File: src/rtl/csw_cfg.svh
/*
 * Constants of the CPU clock select and oscillator supervisor block.
 * Assumes inclusion by bare name; definitions only.
 */
`ifndef CSW_CFG_SVH
`define CSW_CFG_SVH

// Register byte offsets on the APB bus
`define CSW_OFF_SYSCFG    8'h00
`define CSW_OFF_BUSCFG    8'h04
`define CSW_OFF_IRQ_STAT  8'h08
`define CSW_OFF_IRQ_MASK  8'h0c
`define CSW_OFF_STATE     8'h10
`define CSW_OFF_TIMING    8'h14

// Field positions
`define CSW_SYSCFG_DIS_BIT 4
`define CSW_BUS_MCTC_LSB   0
`define CSW_BUS_MTTC_BIT   5
`define CSW_BUS_ALE_BIT    9

// Reset values
`define CSW_STRAP_RST     3'h7
`define CSW_SYSCFG_RST    32'h0000_0000
`define CSW_BUSCFG_RST    32'h0000_0000
`define CSW_MASK_RST      1'h0
`define CSW_PERIOD_RST    16'hffff

// Strap codes of the non-PLL sources
`define CSW_STRAP_PRESCALE 3'h1
`define CSW_STRAP_DIRECT   3'h3

// Bus timing bases
`define CSW_WAIT_BASE     5'h0f
`define CSW_TRI_BASE      2'h1

// Supervisor overflow after this many free-running PLL ticks
`define CSW_OVF_TICKS     5'h10

// Timing: clock period and free-running PLL period in ns
`define CSW_CLK_NS        5
`define CSW_PLL_FREE_NS   20
`define CSW_PLL_FREE_CYC  (((`CSW_PLL_FREE_NS / `CSW_CLK_NS) < 1) ? 1 : \
	(`CSW_PLL_FREE_NS / `CSW_CLK_NS))

`endif

File: src/rtl/csw_pkg.sv
/*
 * Types of the CPU clock select and oscillator supervisor block.
 * Assumes nothing of its surroundings.
 */
package csw_pkg;
	// CPU clock source chosen by the straps
	typedef enum logic [1:0] {
		CSW_MODE_PLL      = 2'h0,
		CSW_MODE_DIRECT   = 2'h1,
		CSW_MODE_PRESCALE = 2'h3
	} csw_mode_t;

	// Clock source state: normal, or switched to free PLL after failure
	typedef enum logic [1:0] {
		CSW_SRC_RUN  = 2'h0,
		CSW_SRC_FAIL = 2'h1
	} csw_src_t;
endpackage

File: src/rtl/csw_sync3.sv
/*
 * Three-stage synchroniser with agreement filter.
 * Assumes d is asynchronous to ref_clk; q is valid four edges after power-up.
 */
`timescale 1ns/1ps
module csw_sync3 #(
	parameter int unsigned W = 1
) (
	input  wire logic         ref_clk,
	input  wire logic [W-1:0] d,
	output logic      [W-1:0] q
);
	logic [W-1:0] ff1_r;
	logic [W-1:0] ff2_r;
	logic [W-1:0] ff3_r;
	logic [W-1:0] q_nxt;

	// Output moves only once stages two and three agree
	always_comb begin
		q_nxt = (ff2_r == ff3_r) ? ff3_r : q;
	end

	// Stage chain, no reset so levels flow during reset
	always_ff @(posedge ref_clk) begin
		ff1_r <= d;
		ff2_r <= ff1_r;
		ff3_r <= ff2_r;
		q     <= q_nxt;
	end
endmodule // csw_sync3

File: src/rtl/csw_clock_ctrl.sv
/*
 * CPU clock select, PLL model, oscillator supervisor and bus timing.
 * Assumes an APB master on ref_clk and asynchronous osc and strap pins.
 */
`timescale 1ns/1ps
`include "csw_cfg.svh"
module csw_clock_ctrl (
	input  wire logic        ref_clk,
	input  wire logic        reset,
	input  wire logic        osc_input_pin,
	input  wire logic [2:0]  port0_high_byte,
	input  wire logic        psel,
	input  wire logic        penable,
	input  wire logic        pwrite,
	input  wire logic [7:0]  paddr,
	input  wire logic [31:0] pwdata,
	output logic      [31:0] prdata,
	output logic             pready,
	output logic             pslverr,
	output logic             cpu_clk,
	output logic             cpu_edge,
	output logic             pll_power_on,
	output logic             irq,
	output logic             ale_ext_hp,
	output logic      [4:0]  wait_hp,
	output logic      [1:0]  tristate_hp
);
	logic                osc_s;
	logic [2:0]          strap_s;
	logic [2:0]          strap_r, strap_nxt;
	csw_pkg::csw_mode_t  mode;
	csw_pkg::csw_src_t   src_r, src_nxt;
	logic                osc_prev_r;
	logic                osc_tog, osc_rise;
	logic [31:0]         syscfg_r, syscfg_nxt;
	logic [31:0]         buscfg_r, buscfg_nxt;
	logic                mask_r, mask_nxt;
	logic                flag_r, flag_nxt;
	logic                sup_on;
	logic                pll_run;
	logic [7:0]          free_cnt_r, free_cnt_nxt;
	logic                free_tick;
	logic [3:0]          wd_cnt_r, wd_cnt_nxt;
	logic                wd_ovf;
	logic [2:0]          win_len;
	logic [4:0]          win_edges;
	logic [2:0]          trans_cnt_r, trans_cnt_nxt;
	logic [15:0]         ref_cnt_r, ref_cnt_nxt;
	logic [15:0]         period_r, period_nxt;
	logic [15:0]         acc_r, acc_nxt;
	logic [4:0]          edge_cnt_r, edge_cnt_nxt;
	logic                nco_edge;
	logic                cpu_nxt;
	logic                edge_nxt;
	logic                pll_nxt;
	logic                acc_wr, acc_rd;
	logic [31:0]         rd_nxt;
	logic                rdy_nxt, err_nxt, hit;
	logic                irq_nxt;
	logic                ale_nxt;
	logic [4:0]          wait_nxt;
	logic [1:0]          tri_nxt;

	// Pin synchronisers
	csw_sync3 #(.W(1)) u_sync_osc (
		.ref_clk (ref_clk),
		.d       (osc_input_pin),
		.q       (osc_s)
	);
	csw_sync3 #(.W(3)) u_sync_strap (
		.ref_clk (ref_clk),
		.d       (port0_high_byte),
		.q       (strap_s)
	);

	// Strap latch: follows pins while reset is high, frozen after
	always_comb begin
		strap_nxt = reset ? strap_s : strap_r;
	end

	// Strap code to clock source
	always_comb begin
		unique case (strap_r)
			`CSW_STRAP_PRESCALE: mode = csw_pkg::CSW_MODE_PRESCALE;
			`CSW_STRAP_DIRECT:   mode = csw_pkg::CSW_MODE_DIRECT;
			default:             mode = csw_pkg::CSW_MODE_PLL;
		endcase
	end

	// Resync window in input transitions and CPU edges per window
	always_comb begin
		unique case (strap_r)
			3'h7:    begin win_len = 3'h4; win_edges = 5'h10; end
			3'h6:    begin win_len = 3'h3; win_edges = 5'h09; end
			3'h5:    begin win_len = 3'h2; win_edges = 5'h04; end
			3'h4:    begin win_len = 3'h5; win_edges = 5'h19; end
			3'h2:    begin win_len = 3'h2; win_edges = 5'h03; end
			default: begin win_len = 3'h2; win_edges = 5'h05; end
		endcase
	end

	// Input transition detection
	always_comb begin
		osc_tog  = osc_s ^ osc_prev_r;
		osc_rise = osc_s & ~osc_prev_r;
	end

	// Supervisor enable and PLL power
	always_comb begin
		sup_on  = (mode != csw_pkg::CSW_MODE_PLL) &&
			!syscfg_r[`CSW_SYSCFG_DIS_BIT];
		pll_run = (mode == csw_pkg::CSW_MODE_PLL) || sup_on ||
			(src_r == csw_pkg::CSW_SRC_FAIL);
		pll_nxt = pll_run;
	end

	// Free-running PLL tick divider, cleared while PLL is off
	always_comb begin
		free_tick    = pll_run && (free_cnt_r == 8'(`CSW_PLL_FREE_CYC - 1));
		free_cnt_nxt = free_cnt_r;
		if (!pll_run || free_tick) begin
			free_cnt_nxt = 8'h00;
		end else begin
			free_cnt_nxt = free_cnt_r + 8'h01;
		end
	end

	// Supervisor counter and switchover
	always_comb begin
		wd_cnt_nxt = wd_cnt_r;
		wd_ovf     = 1'b0;
		src_nxt    = src_r;
		unique case (src_r)
			csw_pkg::CSW_SRC_RUN: begin
				if (!sup_on || osc_tog) begin
					wd_cnt_nxt = 4'h0;
				end else if (free_tick) begin
					if (wd_cnt_r == 4'(`CSW_OVF_TICKS - 5'h01)) begin
						wd_ovf  = 1'b1;
						src_nxt = csw_pkg::CSW_SRC_FAIL;
					end else begin
						wd_cnt_nxt = wd_cnt_r + 4'h1;
					end
				end
			end
			csw_pkg::CSW_SRC_FAIL: src_nxt = csw_pkg::CSW_SRC_FAIL;
			default: src_nxt = csw_pkg::CSW_SRC_RUN;
		endcase
	end

	// PLL model: measure F-transition window, spread edges evenly over it
	always_comb begin
		trans_cnt_nxt = trans_cnt_r;
		ref_cnt_nxt   = (ref_cnt_r == 16'hffff) ? ref_cnt_r : ref_cnt_r + 16'h0001;
		period_nxt    = period_r;
		acc_nxt       = acc_r;
		edge_cnt_nxt  = edge_cnt_r;
		nco_edge      = 1'b0;
		// Spread step runs on the window end too, so its last edge lands there
		if (edge_cnt_r < win_edges) begin
			acc_nxt = acc_r + 16'(win_edges);
			if (acc_nxt >= period_r) begin
				acc_nxt      = acc_nxt - period_r;
				nco_edge     = 1'b1;
				edge_cnt_nxt = edge_cnt_r + 5'h01;
			end
		end
		if (osc_tog) begin
			trans_cnt_nxt = trans_cnt_r + 3'h1;
		end
		if (osc_tog && trans_cnt_r == win_len - 3'h1) begin
			trans_cnt_nxt = 3'h0;
			period_nxt    = ref_cnt_nxt;
			ref_cnt_nxt   = 16'h0000;
			acc_nxt       = 16'h0000;
			edge_cnt_nxt  = 5'h00;
		end
	end

	// CPU clock source selection
	always_comb begin
		cpu_nxt = cpu_clk;
		if (src_r == csw_pkg::CSW_SRC_FAIL) begin
			cpu_nxt = free_tick ? ~cpu_clk : cpu_clk;
		end else begin
			unique case (mode)
				csw_pkg::CSW_MODE_DIRECT:   cpu_nxt = osc_s;
				csw_pkg::CSW_MODE_PRESCALE: cpu_nxt = osc_rise ? ~cpu_clk : cpu_clk;
				csw_pkg::CSW_MODE_PLL:      cpu_nxt = nco_edge ? ~cpu_clk : cpu_clk;
			endcase
		end
		edge_nxt = cpu_nxt ^ cpu_clk;
	end

	// APB slave decode, answer one cycle after setup
	always_comb begin
		acc_wr = psel && penable && pready && pwrite;
		acc_rd = psel && penable && pready && !pwrite;
		hit    = 1'b1;
		rd_nxt = 32'h0000_0000;
		unique case (paddr)
			`CSW_OFF_SYSCFG:   rd_nxt = syscfg_r;
			`CSW_OFF_BUSCFG:   rd_nxt = buscfg_r;
			`CSW_OFF_IRQ_STAT: rd_nxt = {31'h0, flag_r};
			`CSW_OFF_IRQ_MASK: rd_nxt = {31'h0, mask_r};
			`CSW_OFF_STATE:    rd_nxt = {25'h0, src_r, mode, strap_r};
			`CSW_OFF_TIMING:   rd_nxt = {23'h0, tristate_hp, wait_hp, 1'b0, ale_ext_hp};
			default:           hit    = 1'b0;
		endcase
		rdy_nxt = psel && !penable;
		err_nxt = psel && !penable && !hit;
		if (!(psel && !penable)) begin
			rd_nxt = prdata;
		end
	end

	// Register writes, flag set beats read clear
	always_comb begin
		syscfg_nxt = syscfg_r;
		buscfg_nxt = buscfg_r;
		mask_nxt   = mask_r;
		if (acc_wr && paddr == `CSW_OFF_SYSCFG) begin
			syscfg_nxt = pwdata;
		end
		if (acc_wr && paddr == `CSW_OFF_BUSCFG) begin
			buscfg_nxt = pwdata;
		end
		if (acc_wr && paddr == `CSW_OFF_IRQ_MASK) begin
			mask_nxt = pwdata[0];
		end
		flag_nxt = flag_r;
		// Clear only a flag that this read returned, so no event is lost
		if (acc_rd && paddr == `CSW_OFF_IRQ_STAT && prdata[0]) begin
			flag_nxt = 1'b0;
		end
		if (wd_ovf) begin
			flag_nxt = 1'b1;
		end
		irq_nxt = flag_nxt & mask_nxt;
	end

	// Bus cycle extensions in CPU half-periods
	always_comb begin
		ale_nxt  = buscfg_r[`CSW_BUS_ALE_BIT];
		wait_nxt = 5'((`CSW_WAIT_BASE - {1'b0, buscfg_r[`CSW_BUS_MCTC_LSB +: 4]}) << 1);
		tri_nxt  = 2'((`CSW_TRI_BASE - {1'b0, buscfg_r[`CSW_BUS_MTTC_BIT]}) << 1);
	end

	// State registers
	always_ff @(posedge ref_clk) begin
		strap_r <= strap_nxt;
		if (reset) begin
			src_r       <= csw_pkg::CSW_SRC_RUN;
			osc_prev_r  <= 1'b0;
			syscfg_r    <= `CSW_SYSCFG_RST;
			buscfg_r    <= `CSW_BUSCFG_RST;
			mask_r      <= `CSW_MASK_RST;
			flag_r      <= 1'b0;
			free_cnt_r  <= 8'h00;
			wd_cnt_r    <= 4'h0;
			trans_cnt_r <= 3'h0;
			ref_cnt_r   <= 16'h0000;
			period_r    <= `CSW_PERIOD_RST;
			acc_r       <= 16'h0000;
			edge_cnt_r  <= 5'h00;
		end else begin
			src_r       <= src_nxt;
			osc_prev_r  <= osc_s;
			syscfg_r    <= syscfg_nxt;
			buscfg_r    <= buscfg_nxt;
			mask_r      <= mask_nxt;
			flag_r      <= flag_nxt;
			free_cnt_r  <= free_cnt_nxt;
			wd_cnt_r    <= wd_cnt_nxt;
			trans_cnt_r <= trans_cnt_nxt;
			ref_cnt_r   <= ref_cnt_nxt;
			period_r    <= period_nxt;
			acc_r       <= acc_nxt;
			edge_cnt_r  <= edge_cnt_nxt;
		end
	end

	// Output registers
	always_ff @(posedge ref_clk) begin
		if (reset) begin
			prdata       <= 32'h0000_0000;
			pready       <= 1'b0;
			pslverr      <= 1'b0;
			cpu_clk      <= 1'b0;
			cpu_edge     <= 1'b0;
			pll_power_on <= 1'b1;
			irq          <= 1'b0;
			ale_ext_hp   <= 1'b0;
			wait_hp      <= 5'h1e;
			tristate_hp  <= 2'h2;
		end else begin
			prdata       <= rd_nxt;
			pready       <= rdy_nxt;
			pslverr      <= err_nxt;
			cpu_clk      <= cpu_nxt;
			cpu_edge     <= edge_nxt;
			pll_power_on <= pll_nxt;
			irq          <= irq_nxt;
			ale_ext_hp   <= ale_nxt;
			wait_hp      <= wait_nxt;
			tristate_hp  <= tri_nxt;
		end
	end
endmodule // csw_clock_ctrl

File: config.mk
export PLATFORM = sky130hd
export DESIGN_NAME = csw_clock_ctrl
export DESIGN_NICKNAME = d
export VERILOG_FILES = /design/src/rtl/csw_pkg.sv /design/src/rtl/csw_sync3.sv /design/src/rtl/csw_clock_ctrl.sv
export VERILOG_INCLUDE_DIRS = /design/src /design/src/rtl
export SDC_FILE = /design/constraint.sdc
export NUM_CORES = 1
export LEC_CHECK = 0
export BUFFER_PORTS_ARGS = -buffer_cell sky130_fd_sc_hd__buf_2
export CAP_MARGIN = 10
export CORE_ASPECT_RATIO = 1.2
export CORE_MARGIN = 2
export CORE_UTILIZATION = 59
export DETAILED_ROUTE_END_ITERATION = 16
export PLACE_DENSITY = 0.85
export SLEW_MARGIN = 15
export SYNTH_ARGS = -nofsm -noshare
export SYNTH_HDL_FRONTEND = slang
export SYNTH_HIERARCHICAL = 1
export SYNTH_SLANG_ARGS = --single-unit
File: constraint.sdc
create_clock -name ref_clk -period 4.5 [get_ports ref_clk]
set_input_delay 0.225 -clock ref_clk [delete_from_list [all_inputs] [get_ports ref_clk]]
set_output_delay 0.225 -clock ref_clk [all_outputs]
set_load 0.03 [all_outputs]
; Word-level counts from Yosys, hierarchy flattened
; Cells that the tools add are included.
[word_totals]
wordCells = 140
register_bits = 202
[op_classes]
bitwise = 6
reduce_logical = 35
addsub = 10
n_eq_ne = 25
n_mux = 28
order_cmp = 2
[op_table]
columns = op, n
row1 = $pmux W32 S6, 1
row2 = $mux W16, 2
row3 = $pmux W5 S5, 1
row4 = $add A16 B1 Y16 const B, 1
row5 = $add A16 B5 Y16, 1
row6 = $eq A16 B16 Y1 const B, 1
row7 = $eq A8 B4 Y1 const B, 2
row8 = $eq A8 B5 Y1 const B, 2
row9 = $ge A16 B16 Y1, 1
row10 = $sub A16 B16 Y16, 1
row11 = $logic_and A1 B1 Y1, 14
row12 = $mux W1, 14
row13 = $eq A3 B3 Y1 const B, 4
row14 = $mux W4, 3
row15 = $pmux W3 S3, 1
row16 = $add A8 B1 Y8 const B, 1
row17 = $eq A8 B2 Y1 const B, 1
row18 = $eq A8 B3 Y1 const B, 1
row19 = $logic_not A8 Y1, 1
row20 = $ne A2 B2 Y1 const B, 4
row21 = $pmux W2 S2, 2
row22 = $eq A3 B2 Y1 const B, 2
row23 = $eq A3 B3 Y1, 2
row24 = $logic_not A1 Y1, 6
row25 = 24 further kinds, 37

; Longest topological paths before layout
[depth]
ltp_word = 12
mapped_depth = 20
mapped_depth_nobuf = 17

; Modules after synthesis
; The synthesis kept the hierarchy.
[by_module_without_submodules]
columns = mod, instances, cells_each, area_per_inst_um2
row1 = csw_clock_ctrl, 1, 1090, 8936.1
row2 = csw_sync3 at u_sync_strap, 1, 16, 306.5
row3 = csw_sync3 at u_sync_osc, 1, 5, 98.8

; Worst setup path after synthesis
; Ideal clock, no wire load.
[synth_path]
path_kind = register -> register
startpoint = register strap_r[2]
endpoint = register acc_r[10]
setup_slack_ns = 0.910
path_stages_with_launch = 18
t_arrival_ns = 3.473
required_time_ns = 4.383
synth_period_minus_slack_ns = 3.590
path_cell_list = edfxtp_1 -> buf_2 -> nand2_1 -> ha_1 -> fa_1 -> a211oi_1 -> o21bai_1 -> nand2_1 -> nor2_1 -> xor2_1 -> ha_1 -> inv_1 -> o21ai_1 -> o22a_1 -> nor2b_1 -> nor3_1 -> a31o_2 -> a32o_1
[synth_via]
elab_chain_len = 6
[synth_lines]
columns = element, line_no
row1 = from (decl), csw_clock_ctrl.sv:30  ; logic [2:0] strap_r, strap_nxt;
row2 = from (signal assigned), csw_clock_ctrl.sv:251  ; strap_r <= strap_nxt;
row3 = branches (longest 6 deep; another with $add A16 B5 Y16), -
row4 = to (signal assigned), csw_clock_ctrl.sv:278  ; acc_r <= acc_nxt;
row5 = to (decl), csw_clock_ctrl.sv:50  ; logic [15:0] acc_r, acc_nxt;
; Several ways; the timed one is not identified.
; A chain may end at the register's enable or synchronous reset.

; Worst setup path after layout
[layout_path]
startpoint = register strap_r[0]
endpoint = register edge_cnt_r[2]
[layout_via]
elab_chain_len = 6
[layout_lines]
columns = element, line_no
row1 = branches (longest 6 deep; another with $add A16 B5 Y16), -
row2 = to (signal assigned), csw_clock_ctrl.sv:279  ; edge_cnt_r <= edge_cnt_nxt;
row3 = to (decl), csw_clock_ctrl.sv:51  ; logic [4:0] edge_cnt_r, edge_cnt_nxt;
; Several ways; the timed one is not identified.

==> qor.csv <==
metric,value,unit
synth.distinct_cells,71,
initial_core_util,59.97,%
cp.required,4.79,ns
io_buffers,92,
endpoint,edge_cnt_r[2],
min_period_over_period,93.12,%
cts_tree,done,
final_area,10560,um^2
fmax,238.6,MHz
cp_max_fo,8,
place_ws,0.2515,ns
grt_max_degree,71,
register_area,4054,um^2
coreArea,15580,um^2
synthCells,1111,
clkTransAtPathRegs,0.08,ns
row_count,50,
routed_wl,22370,um
clk_path_buf_depth,2,
multi_input_area,4890,um^2
finalHoldViolCount,0,
post_synth.cell_area_avg,8.408,um^2
yosys_most_used_dff,dfxtp_1,
ys_seq_area_share,43.40,%
r2r_start,strap_r[0],
relSlewSlack,31.90,%
layout-drive-gt1-share,15.66,%
whs,0.01678,ns
setup_viol,0,
clock_sinks,199,
worstSetupPathType,reg2reg,
rr_endpoint,edge_cnt_r[2],
vias,8129,
utilization,67.80,%
p_total,3.838,mW
critPathLaunch,strap_r[0],
io_pins,95,
area_growth,13.06,%
synthArstFlopShare,0,%
power_leakage,4.263,nW
powerDensity,363.4,nW/um^2
cts_buffers,17,
cap_violations,0,
die-area,16860,um^2
grt_overflow_total,0,
arrival,4.48,ns
tns,0,ns
route.detailed.drc,0,
synth_top_area_share,41.15,%
clock-root-buffer,clkbuf_16,
die_y,141.8,um
routed_via_density,5.823,
crit_buf_inv,2,
finalNonFillerCells,1396,
grt_pass1_vias,7857,
synth_area_leaders,"dfxtp_1 (41%), nand2_1 (7.8%), a21oi_1 (6.9%)",
worst_pin_slew,1.022,ns
place_congestion,0.8875,
dr.pass1.iters,7,
grt_pass1_wl,36780,um
synth.largest_area_cell,dfxtp_1,
ys.warnings.count,6,
drv_slew,0,
hold_path.class,in2reg,
ir_drop,0.2763,mV
synthTopCellsByCount,"nand2_1 (194), dfxtp_1 (192), a21oi_1 (129)",
clk_latency,0.45,ns
drt_iter0_markers,584,
post_dp_cell_area,9879,um^2
fin_skew,0.01424,ns
fin_ws,0.3097,ns
yosysMostFrequentCell,nand2_1,
h-tree-depth,4,
diodes,0,
status,completed,
cpMaxStageDelayCell,edfxtp_1,
worstSetupEndpointType,flip-flop,
fin_crit,4.190,ns
cp-start-kind,flip-flop,
wl_per_cell,16.03,um
nets,1258,
die_w,118.9,um
synthesis.area,9341,um^2
reg2reg_slack,0.31,ns
crit_chain,nand2_1 > ha_1 > fa_1 > a211oi_1 > o21bai_1 > nand2_1 > nor2_1 > xor2_1 > ha_1 > inv_1 > o21ai_1 > o22a_1 > nor2b_2 > buf_4 > nand3_2 > xor2_1 > nor2_1,
grt_usage,26.60,%
antenna_found_initial,0,
ys_ff_latch,199,
critPathMaxStageDelay,0.47,ns
route.antenna.remaining_nets,0,
cpLargestDelayFamily,adder cells,
hpwl,15000,um
dp.cells,1358,
r2r_cells,17,
fill_cells,1233,
synth-edff-count,7,
path_depth,17,
[power by group]
group          switching [mW]  internal, mW  leakage, nW
Clock                   0.778         0.755        0.295
Sequential             0.0385          1.82         1.62
Combinational           0.276         0.171         2.34
[cells by family (layout without fill, tap and decap cells)]
family	count (synthesis)	count (layout)	synth area share (%)
other	1	2	0.04014
buffers and inverters	101	177	4.634
multiplexers	38	38	4.420
adder cells (fa/ha/maj)	34	34	4.715
XOR/XNOR	57	57	5.344
AO/OA/AOI/OAI	246	246	16.14
AND/OR/NAND/NOR	435	435	21.31
flip-flops	199	199	43.40
[what timing repair did]
action,4_1_cts,5_1_grt
resized for setup,0,5
hold endpoints to repair,4,0
setup endpoints to repair,0,20
hold buffers,4,0
buffers inserted,0,2
[area by class of cell]
class | instances | share of cell area, %
inverter | 31 | 1.102
multi-input combinational | 812 | 46.30
clock buffer | 17 | 4.028
clock inverter | 15 | 1.706
sequential | 199 | 38.38
tap | 208 | 2.464
timing repair buffer | 114 | 6.018
[tightest hold or removal path, stage by stage]
cell,delay [ns]
buf_2,0.10
nand2_1,0.05
a21oi_1,0.05
[worst min path at each step]
| stage | start | depth (start not counted) | to | slack, ns |
|---|---|---|---|---|
| after floorplan | osc_input_pin | 0 | u_sync_osc/ff1_r | 0.25 |
| after global placement | u_sync_strap/ff1_r[2] | 0 | u_sync_strap/ff2_r[2] | 0.31 |
| after detailed placement | u_sync_strap/ff1_r[2] | 0 | u_sync_strap/ff2_r[2] | 0.31 |
| after CTS | pwdata[14] | 3 | syscfg_r[14] | 0.007 |
| after global routing | pwdata[14] | 3 | syscfg_r[14] | 0.02 |
| final | pwdata[20] | 3 | syscfg_r[20] | 0.02 |
[state kept, by name, summed over array words and instances (netlist names), 4 cells and up]
register and count:
acc_r 16, prdata 32, wait_hp 4, edge_cnt_r 5, syscfg_r 32, ref_cnt_r 16, period_r 16, wd_cnt_r 4
buscfg_r 32, free_cnt_r 8
[routing by layer]
| layer | vias up | global-route usage, % | share of wire (%) |
|---|---|---|---|
| li1 | 3969 | - | - |
| met1 | 3847 | 31.76 | 41 |
| met2 | 251 | 45.22 | 49 |
| met3 | 62 | 6.109 | 5.9 |
| met4 | 0 | 12.91 | 3.3 |
| met5 | - | 0 | 0 |
[cell usage in the layout, fill, tap and decap left out, drive strengths merged, types with 18 or more instances in the layout]
master,n
nor2,96
inv,38
mux2,26
ha,32
nand3,55
xor2,27
nand2,194
o21ai,28
xnor2,30
dfxtp,192
a21oi,130
clkbuf,18
buf,109
No activity file was read; power rests on OpenSTA's default activity.
